`config.mk`:
```
export PLATFORM = sky130hd
export DESIGN_NAME = e1fie_core
export DESIGN_NICKNAME = d
export VERILOG_FILES = /design/src/hdl/e1fie_pkg.sv /design/src/hdl/e1fie_sticky.sv /design/src/hdl/e1fie_core.sv
export SDC_FILE = /design/constraint.sdc
export NUM_CORES = 1
export LEC_CHECK = 0
export BUFFER_PORTS_ARGS = -buffer_cell sky130_fd_sc_hd__buf_2
export CAP_MARGIN = 30
export CORE_MARGIN = 2
export CORE_UTILIZATION = 45
export DETAILED_ROUTE_END_ITERATION = 10
export PLACE_DENSITY_LB_ADDON = 0.2
export RECOVER_POWER = 100
export SLEW_MARGIN = 20
export SYNTH_ARGS = -nofsm -noshare
export SYNTH_HDL_FRONTEND = slang
export SYNTH_SLANG_ARGS = --single-unit
```
`constraint.sdc`:
```
create_clock -name i_clk -period 2.5 [get_ports i_clk]
set_input_delay 0.25 -clock i_clk [delete_from_list [all_inputs] [get_ports i_clk]]
set_output_delay 0.25 -clock i_clk [all_outputs]
set_load 0.01 [all_outputs]
```
`src/hdl/e1fie_pkg.sv`:
```
/*
 * Package for the receive E1 framer interrupt enable block: register
 * offsets, field positions, reset values and the carrier structs.
 * Assumes one 125 MHz clock and a plain address/strobe register port.
 */
`default_nettype none

package e1fie_pkg;

	// Register byte offsets
	localparam logic [7:0] OFF_IRQ_STATUS  = 8'h00;
	localparam logic [7:0] OFF_IRQ_ENABLE  = 8'h01;
	localparam logic [7:0] OFF_IRQ_CLEAR   = 8'h02;
	localparam logic [7:0] OFF_FRAME_CTRL  = 8'h03;
	localparam logic [7:0] OFF_LIVE_STATE  = 8'h04;
	localparam logic [7:0] OFF_SIG_CHG0    = 8'h05;
	localparam int         SIG_CHG_REGS    = 4;

	// Interrupt bit positions, shared by status, enable and clear
	localparam int BIT_CAS_MFA   = 7;
	localparam int BIT_NATBIT    = 6;
	localparam int BIT_ABCD      = 5;
	localparam int BIT_FAS_SHIFT = 4;
	localparam int BIT_FRAME_OOF = 3;
	localparam int BIT_MIMIC     = 2;
	localparam int BIT_CRC4      = 1;
	localparam int BIT_FAS_ERR   = 0;

	// Framing control field positions
	localparam int FC_THR_LSB = 0;
	localparam int FC_CAS_EN  = 3;

	// Live state field positions
	localparam int LS_OOF     = 0;
	localparam int LS_MFA_LOS = 1;

	// Sizes
	localparam int SIG_CHANS = 30;
	localparam int NAT_BITS  = 5;

	// Reset values
	localparam logic [7:0] RST_IRQ_ENABLE = 8'h00;
	localparam logic [2:0] RST_FAS_THR    = 3'h3;
	localparam logic       RST_CAS_EN     = 1'b0;

	// Register port request
	typedef struct packed {
		logic [7:0] addr;
		logic [7:0] wdata;
		logic       wr;
		logic       rd;
	} e1fie_bus_t;

	// Receive framer indications, all on the block clock
	typedef struct packed {
		logic                cas_mfa_loss;  // Level: CAS multiframe lost
		logic                nat_strobe;    // Pulse: new national bits
		logic [NAT_BITS-1:0] natbits;       // Sa4..Sa8
		logic                sig_strobe;    // Pulse: new ABCD for a channel
		logic [4:0]          sig_chan;      // Channel index 0..29
		logic [3:0]          sig_abcd;
		logic                fas_shift;     // Pulse: FAS moved position
		logic                fas_ok;        // Pulse: good FAS word
		logic                fas_err;       // Pulse: errored FAS word
		logic                realign;       // Pulse: alignment regained
		logic                mimic;         // Pulse: frame mimic seen
		logic                crc4_err;      // Pulse: CRC-4 mismatch
	} e1fie_rx_t;

	// Out-of-frame threshold, zero treated as one
	function automatic logic [2:0] e1fie_thr(input logic [2:0] fas_loss_threshold);
		e1fie_thr = (fas_loss_threshold == 3'h0) ? 3'h1 : fas_loss_threshold;
	endfunction : e1fie_thr

endpackage : e1fie_pkg

`default_nettype wire

```
`src/hdl/e1fie_sticky.sv`:
```
/*
 * Sticky flag bank: a set pulse latches a bit, a clear mask drops it.
 * Assumes set and clear come from logic on the same clock.
 */
`default_nettype none

module e1fie_sticky #(
	parameter int unsigned W = 8
) (
	input  wire logic         i_clk,
	input  wire logic         i_rst,
	input  wire logic [W-1:0] i_set,
	input  wire logic [W-1:0] i_clr,
	output logic      [W-1:0] o_q
);
	import e1fie_pkg::*;

	typedef struct packed {
		logic [W-1:0] flag;
	} e1fie_stk_t;

	e1fie_stk_t s_q;
	e1fie_stk_t s_d;

	// Set wins over a clear in the same cycle
	always_comb
	begin
		s_d      = s_q;
		s_d.flag = (s_q.flag & ~i_clr) | i_set;
	end

	always_ff @(posedge i_clk)
	begin
		if (i_rst)
			s_q <= '0;
		else
			s_q <= s_d;
	end

	assign o_q = s_q.flag;

	a_set_wins: assert property (@(posedge i_clk) disable iff (i_rst)
		(i_set != '0) |=> ((o_q & $past(i_set)) == $past(i_set)))
		else $error("sticky set lost");

endmodule : e1fie_sticky

`default_nettype wire

```
`src/hdl/e1fie_core.sv`:
```
/*
 * Receive E1 framer interrupt enable and status block: eight sources,
 * sticky reset-upon-read status, per-channel signaling change flags,
 * out-of-frame tracking and one level interrupt.
 * Assumes framer indications arrive on the same clock as the register port.
 */
// Added by the designer: the register offsets and the strobed register port.
`default_nettype none


module e1fie_core (
	input  wire logic                  i_clk,
	input  wire logic                  i_rst,
	input  wire e1fie_pkg::e1fie_bus_t i_bus,
	input  wire e1fie_pkg::e1fie_rx_t  i_rx,
	output logic [7:0]                 o_rdata,
	output logic                       o_irq,
	output logic                       o_oof
);
	import e1fie_pkg::*;

	// Block state apart from the sticky status and change flags
	typedef struct packed {
		logic [7:0]                    en;
		logic [2:0]                    fas_loss_threshold;
		logic                          cas_en;
		logic [SIG_CHANS-1:0][3:0]     abcd;
		logic [NAT_BITS-1:0]           nat;
		logic                          nat_vld;
		logic                          mfa_prev;
		logic                          oof;
		logic [2:0]                    err_cnt;
		logic [7:0]                    rdata;
		logic                          irq;
	} e1fie_core_t;

	e1fie_core_t s_q;
	e1fie_core_t s_d;

	logic [7:0]  ev;
	logic [7:0]  st_clr;
	logic [7:0]  status;
	logic [31:0] sig_set;
	logic [31:0] sig_clr;
	logic [31:0] sig_chg;
	logic        sig_in_range;
	logic        sig_diff;
	logic        err_trip;

	// Strobe for one of the thirty signaling channels; other indices ignored
	assign sig_in_range = i_rx.sig_strobe && (i_rx.sig_chan < 5'(SIG_CHANS));

	// Signaling change for a valid channel with a new ABCD value
	assign sig_diff = sig_in_range
		&& (s_q.abcd[i_rx.sig_chan] != i_rx.sig_abcd);

	// Errored FAS word that reaches the loss threshold
	assign err_trip = i_rx.fas_err
		&& ((s_q.err_cnt + 3'h1) >= e1fie_thr(s_q.fas_loss_threshold));

	// Event vector
	always_comb
	begin
		ev                = 8'h00;
		ev[BIT_CAS_MFA]   = (i_rx.cas_mfa_loss != s_q.mfa_prev);
		ev[BIT_NATBIT]    = i_rx.nat_strobe && s_q.nat_vld
			&& (i_rx.natbits != s_q.nat);
		ev[BIT_ABCD]      = s_q.cas_en && sig_diff;
		ev[BIT_FAS_SHIFT] = i_rx.fas_shift;
		ev[BIT_FRAME_OOF] = (s_d.oof != s_q.oof);
		ev[BIT_MIMIC]     = i_rx.mimic;
		ev[BIT_CRC4]      = i_rx.crc4_err;
		ev[BIT_FAS_ERR]   = i_rx.fas_err;
	end

	// Status clears on read or on a write to the clear register
	always_comb
	begin
		st_clr = 8'h00;
		if (i_bus.rd && (i_bus.addr == OFF_IRQ_STATUS))
			st_clr = 8'hFF;
		if (i_bus.wr && (i_bus.addr == OFF_IRQ_CLEAR))
			st_clr = i_bus.wdata;
	end

	// Per-channel change flags, each byte cleared by its own read
	always_comb
	begin
		sig_set = 32'h0000_0000;
		sig_clr = 32'h0000_0000;
		if (ev[BIT_ABCD])
			sig_set[i_rx.sig_chan] = 1'b1;
		for (int k = 0; k < SIG_CHG_REGS; k++)
		begin
			if (i_bus.rd && (i_bus.addr == (OFF_SIG_CHG0 + 8'(k))))
				sig_clr[8*k +: 8] = 8'hFF;
		end
	end

	e1fie_sticky #(
		.W (8)
	) u_status (
		.i_clk (i_clk),
		.i_rst (i_rst),
		.i_set (ev),
		.i_clr (st_clr),
		.o_q   (status)
	);

	e1fie_sticky #(
		.W (32)
	) u_sig_chg (
		.i_clk (i_clk),
		.i_rst (i_rst),
		.i_set (sig_set),
		.i_clr (sig_clr),
		.o_q   (sig_chg)
	);

	// Next state: registers, framer tracking, read data, interrupt
	always_comb
	begin
		s_d = s_q;

		// Register writes
		if (i_bus.wr)
		begin
			unique case (i_bus.addr)
				OFF_IRQ_ENABLE:
					s_d.en = i_bus.wdata;
				OFF_FRAME_CTRL:
				begin
					s_d.fas_loss_threshold   = i_bus.wdata[FC_THR_LSB +: 3];
					s_d.cas_en = i_bus.wdata[FC_CAS_EN];
				end
				default:
					s_d.en = s_q.en;
			endcase
		end

		// Previous line values for change detection
		s_d.mfa_prev = i_rx.cas_mfa_loss;
		if (i_rx.nat_strobe)
		begin
			s_d.nat     = i_rx.natbits;
			s_d.nat_vld = 1'b1;
		end
		if (sig_in_range)
			s_d.abcd[i_rx.sig_chan] = i_rx.sig_abcd;

		// Consecutive errored FAS words; bit errors alone leave oof
		if (i_rx.realign)
		begin
			s_d.oof     = 1'b0;
			s_d.err_cnt = 3'h0;
		end
		else if (i_rx.fas_ok)
			s_d.err_cnt = 3'h0;
		else if (err_trip)
		begin
			s_d.oof     = 1'b1;
			s_d.err_cnt = 3'h0;
		end
		else if (i_rx.fas_err && !s_q.oof)
			s_d.err_cnt = s_q.err_cnt + 3'h1;

		// Read data, valid in the cycle after the strobe
		s_d.rdata = 8'h00;
		if (i_bus.rd)
		begin
			if (i_bus.addr == OFF_IRQ_STATUS)
				s_d.rdata = status;
			else if (i_bus.addr == OFF_IRQ_ENABLE)
				s_d.rdata = s_q.en;
			else if (i_bus.addr == OFF_FRAME_CTRL)
				s_d.rdata = {4'h0, s_q.cas_en, s_q.fas_loss_threshold};
			else if (i_bus.addr == OFF_LIVE_STATE)
				s_d.rdata = {6'h00, s_q.mfa_prev, s_q.oof};
			else
			begin
				for (int k = 0; k < SIG_CHG_REGS; k++)
				begin
					if (i_bus.addr == (OFF_SIG_CHG0 + 8'(k)))
						s_d.rdata = sig_chg[8*k +: 8];
				end
			end
		end

		// Level interrupt from enabled sticky bits
		s_d.irq = |(status & s_q.en);
	end

	always_ff @(posedge i_clk)
	begin
		if (i_rst)
		begin
			s_q          <= '0;
			s_q.en       <= RST_IRQ_ENABLE;
			s_q.fas_loss_threshold     <= RST_FAS_THR;
			s_q.cas_en   <= RST_CAS_EN;
		end
		else
			s_q <= s_d;
	end

	assign o_rdata = s_q.rdata;
	assign o_irq   = s_q.irq;
	assign o_oof   = s_q.oof;

	// Assertions
	a_mfa_change: assert property (@(posedge i_clk) disable iff (i_rst)
		(i_rx.cas_mfa_loss != s_q.mfa_prev) |=> status[BIT_CAS_MFA])
		else $error("CAS multiframe change not latched");

	a_natbit_change: assert property (@(posedge i_clk) disable iff (i_rst)
		(i_rx.nat_strobe && s_q.nat_vld && (i_rx.natbits != s_q.nat))
		|=> status[BIT_NATBIT])
		else $error("national bit change not latched");

	a_abcd_change: assert property (@(posedge i_clk) disable iff (i_rst)
		(s_q.cas_en && sig_diff) |=> (status[BIT_ABCD] && sig_chg[$past(i_rx.sig_chan)]))
		else $error("signaling change not latched");

	a_abcd_gated: assert property (@(posedge i_clk) disable iff (i_rst)
		(!s_q.cas_en && !status[BIT_ABCD]) |=> !status[BIT_ABCD]
		&& ((sig_chg & ~$past(sig_chg)) == 32'h0000_0000))
		else $error("signaling change with CAS off");

	a_sig_chg_read: assert property (@(posedge i_clk) disable iff (i_rst)
		(i_bus.rd && (i_bus.addr == OFF_SIG_CHG0) && !ev[BIT_ABCD])
		|=> (o_rdata == $past(sig_chg[7:0])) && (sig_chg[7:0] == 8'h00))
		else $error("signaling change byte read wrong");

	a_fas_shift_evt: assert property (@(posedge i_clk) disable iff (i_rst)
		i_rx.fas_shift |=> status[BIT_FAS_SHIFT])
		else $error("FAS shift not latched");

	a_oof_change: assert property (@(posedge i_clk) disable iff (i_rst)
		(s_q.oof != $past(s_q.oof)) |-> status[BIT_FRAME_OOF])
		else $error("out-of-frame change not latched");

	a_mimic_crc_evt: assert property (@(posedge i_clk) disable iff (i_rst)
		(i_rx.mimic || i_rx.crc4_err)
		|=> (status[BIT_MIMIC] || !$past(i_rx.mimic))
		&& (status[BIT_CRC4] || !$past(i_rx.crc4_err)))
		else $error("mimic or CRC-4 event not latched");

	a_fas_err_evt: assert property (@(posedge i_clk) disable iff (i_rst)
		i_rx.fas_err |=> status[BIT_FAS_ERR])
		else $error("FAS bit error not latched");

	a_bit_err_sync: assert property (@(posedge i_clk) disable iff (i_rst)
		(i_rx.fas_err && !err_trip && !i_rx.realign && !i_rx.fas_ok)
		|=> (s_q.oof == $past(s_q.oof)))
		else $error("single FAS error moved sync state");

	a_enable_reset: assert property (@(posedge i_clk)
		i_rst |=> (s_q.en == 8'h00) && !o_irq)
		else $error("enable not cleared by reset");

	a_enable_write: assert property (@(posedge i_clk) disable iff (i_rst)
		(i_bus.wr && (i_bus.addr == OFF_IRQ_ENABLE)) ##1 i_bus.rd
		&& (i_bus.addr == OFF_IRQ_ENABLE) |=> (o_rdata == $past(i_bus.wdata, 2)))
		else $error("enable readback wrong");

	a_status_rur: assert property (@(posedge i_clk) disable iff (i_rst)
		(i_bus.rd && (i_bus.addr == OFF_IRQ_STATUS) && (ev == 8'h00))
		|=> (status == 8'h00) && (o_rdata == $past(status)))
		else $error("status not cleared on read");

	a_oof_declare: assert property (@(posedge i_clk) disable iff (i_rst)
		(err_trip && !i_rx.realign && !i_rx.fas_ok) |=> o_oof)
		else $error("out-of-frame not declared at threshold");

	a_irq_level: assert property (@(posedge i_clk) disable iff (i_rst)
		(|(status & s_q.en)) |=> o_irq ##0 (o_irq || !$past(|(status & s_q.en))))
		else $error("interrupt not raised");

	a_irq_quiet: assert property (@(posedge i_clk) disable iff (i_rst)
		!(|(status & s_q.en)) |=> !o_irq)
		else $error("interrupt without enabled status");

	a_rdata_idle: assert property (@(posedge i_clk) disable iff (i_rst)
		!i_bus.rd |=> (o_rdata == 8'h00))
		else $error("read data not zero outside a read");

	a_enable_hold: assert property (@(posedge i_clk) disable iff (i_rst)
		!(i_bus.wr && (i_bus.addr == OFF_IRQ_ENABLE))
		|=> (s_q.en == $past(s_q.en)))
		else $error("enable changed without a write");

	a_status_quiet: assert property (@(posedge i_clk) disable iff (i_rst)
		((ev | status) == 8'h00) |=> (status == 8'h00))
		else $error("status set without an event");

	a_status_hold: assert property (@(posedge i_clk) disable iff (i_rst)
		(!i_bus.rd && !i_bus.wr) |=> ((status & $past(status)) == $past(status)))
		else $error("status bit dropped without a read");

	a_clear_write: assert property (@(posedge i_clk) disable iff (i_rst)
		(i_bus.wr && (i_bus.addr == OFF_IRQ_CLEAR) && (ev == 8'h00))
		|=> ((status & $past(i_bus.wdata)) == 8'h00))
		else $error("clear register did not drop status");

	a_nat_first: assert property (@(posedge i_clk) disable iff (i_rst)
		(i_rx.nat_strobe && !s_q.nat_vld && !status[BIT_NATBIT])
		|=> !status[BIT_NATBIT])
		else $error("first national bit sample raised an event");

	a_abcd_store: assert property (@(posedge i_clk) disable iff (i_rst)
		sig_in_range |=> (s_q.abcd[$past(i_rx.sig_chan)] == $past(i_rx.sig_abcd)))
		else $error("signaling value not stored");

	a_oof_realign: assert property (@(posedge i_clk) disable iff (i_rst)
		(i_rx.realign && s_q.oof) |=> (!o_oof && status[BIT_FRAME_OOF]))
		else $error("realignment did not clear out-of-frame");

	a_fas_ok_count: assert property (@(posedge i_clk) disable iff (i_rst)
		(i_rx.fas_ok && !i_rx.realign) |=> (s_q.err_cnt == 3'h0))
		else $error("good FAS word did not restart the count");

	a_live_state: assert property (@(posedge i_clk) disable iff (i_rst)
		(i_bus.rd && (i_bus.addr == OFF_LIVE_STATE))
		|=> (o_rdata == {6'h00, $past(s_q.mfa_prev), $past(s_q.oof)}))
		else $error("live state read wrong");

endmodule : e1fie_core

`default_nettype wire

```
==> impl_metrics.ini <==
[clock_network]
clk_pin_slew_worst_paths_ns = 0.07
h-tree-depth = 4
clock-sinks = 192
hold_buffers = 0
postCtsSetupRepairBufs = 0
cts_resized = 0
cts-root-buf = clkbuf_16
cts_buffers = 17
clk_latency_ns = 0.44
clockBufferDepth = 2
cts_tree = done

[route]
wire_per_inst_um = 18.1
ant_nets = 0
drtIter0Drc = 526
wl_mm = 25.0
drt_pass1_iterations = 5
num_vias = 7802
routed_via_density = 5.65
drc = 0

[yosys]
avgSynthCellArea_um2 = 8.46
synthDistinctLibCells = 58
synth-async-reset-ratio_pct = 0
ys_seq_elements = 192
yosysWarningCount = 0
synth_edf_count = 0
synth_area_um2 = 9030
synth_fp_nets = 1115
syn_inst = 1068
ys_seq_area_share_pct = 42.6
synth_flop_cell = dfxtp_1

[die]
core-area_um2 = 19600
initial_core_util_pct = 46.1
die_area_um2 = 21200
ios = 53
die_x_um = 146
die_h_um = 146
rows = 51

[place]
dp_hpwl_mm = 17.2
place_area_um2 = 9710
place_ws_ns = -0.0740
placement.io_buffers = 52
place_congestion = 0.933
place_inst = 1350

[layout]
layout.cells.most_common = dfxtp_1
areaGrowthSynthToFinish_pct = 13.9
diodes = 0
layout_common_cells = 192 x dfxtp_1, 155 x nand2_1, 114 x mux2i_1, 100 x nand3_1, 98 x a21oi_1
final_nets = 1151
stdcell_area_um2 = 10300
multi_input_area_um2 = 4660
drive_gt1_share_pct = 14.3
fillers = 1898
layout.cells.non_filler = 1382
fin_util_pct = 52.5
register_area_um2 = 3840

[power]
powerDensity_nw_per_um2 = 640
p_leak_uw = 0.00365
ir_worst_vdd_v = 0.000464

[global_route]
grt_pass1_vias = 7325
global_route.usage.total_pct = 23.4
grt_max_degree = 54
gr-total-overflow = 0
grt_pass1_wl_mm = 39.9
antenna_found_initial = 0

[timing]
max-slew-margin-rel_pct = 3.36
rsz0062_at_grt = false
finalSetupViolCount = 0
tightest_slew_ns = 1.45
finalClockSkew_ns = 0.0119
hold_viol = 0
period_share_pct = 91.4
setup_tns_ns = 0
period_needed_ns = 2.29
fmax_mhz = 437
slew_violations = 0
final.setup.worst_slack_ns = 0.214

[setup_path]
path_class = flop to flop
critPathMaxFanout = 31
r2r_slack_ns = 0.21
critical_path.startpoint_type = flop
cp-end-kind = flop
critPathArrivalTime_ns = 2.60
cp_data_required_time_ns = 2.82

[run_status]
status = finished, final reports clean

[worst_hold_path]
hold_class = primary input to flop

[job]
maxCapViolations = 0
## critical path, stage by stage, from the launching register on
cell     delay, ns
dfxtp_1       0.32
mux2i_1       0.19
buf_4         0.16
o22ai_1       0.07
nor4_1        0.38
nand2_1       0.17
xor2_2        0.18
nor4_2        0.36
buf_12        0.23
o21ai_0       0.11
## worst paths after layout
path,depth (start not counted),endpoint,startpoint
worst max-delay path,9,u_sig_chg.o_q[7],s_q[58]
worst min-delay path,3,u_status.o_q[4],i_rx[5]
worst max register to register,9,u_sig_chg.o_q[7],s_q[58]
worst min register to register,2,u_sig_chg.o_q[9],u_sig_chg.o_q[9]
## layout make-up
class	instances	share of cell area (%)
Inverter	6	0.219
Timing Repair Buffer	117	7.64
Sequential cell	192	37.4
Clock inverter	13	1.95
Tap cell	265	3.22
Multi-Input combinational cell	770	45.3
Clock buffer	19	4.30
## stage by stage
stage,hold WS (ns),total power [µW]
5_1_grt,0.0357,6770
2_1_floorplan,0.368,3480
3_5_place_dp,0.436,3670
3_3_place_gp,0.426,3670
4_1_cts,0.00277,6630
6_report,0.0175,6580
## cells by family after synthesis
logic type	count (synthesis)	synth area share [%]
multiplexers	125	14.3
buffers and inverters	106	5.47
AO/OA/AOI/OAI	209	13.8
flip-flops	192	42.6
adder cells (fa/ha/maj)	4	0.554
XOR/XNOR	13	1.51
AND/OR/NAND/NOR	419	21.9
## per-layer routing
metal / GRT usage [%] / vias to the layer above / share of wire (%) / wire length [µm]
li1: - / 3818 / - / -
met1: 31.2 / 3715 / 45 / 11300
met2: 38.3 / 229 / 47 / 11800
met3: 3.92 / 40 / 5.2 / 1290
met4: 8.87 / 0 / 2.4 / 602
met5: 0 / - / 0 / 0
## where the power goes
part           internal, µW  leakage (µW)  switching [µW]  total, µW
clock network          1730      0.000304            1260       2980
logic                   173       0.00179             323        496
registers              3090       0.00155            19.9       3110
## state kept, by name, indices dropped and copies added, names as in the netlist
signal and flops:
u_status.o_q 8, s_q 142, o_rdata 8, u_sig_chg.o_q 32
o_irq 1, o_oof 1
## synthesized netlist by cell type (5+ instances only)
cell type  count  area share (%)
buf_4         15             1.2
nor3_1         8            0.44
xnor2_1        5            0.48
dfxtp_1      192              43
and2_1         9            0.62
o32ai_1        6            0.58
buf_1          6            0.25
xor2_1         5            0.48
clkbuf_1      67             2.8
nand4bb_1      5            0.62
inv_1          6            0.25
nor4_1         8            0.55
o22ai_1       24             1.7
a31oi_1        7            0.48
nand2_1      155             6.4
o21ai_0       15            0.83
mux2_2         9             1.1
buf_2          8            0.44
a21oi_1       98             5.4
mux2i_1      114              13
nand3_1      100             5.5
nor2_1        88             3.7
nand2b_1       7            0.48
nor2b_1       14            0.97
a22o_1         5            0.48
a22oi_1       10            0.83
o21ai_1       26             1.4
(Power assumes the default switching activity.)
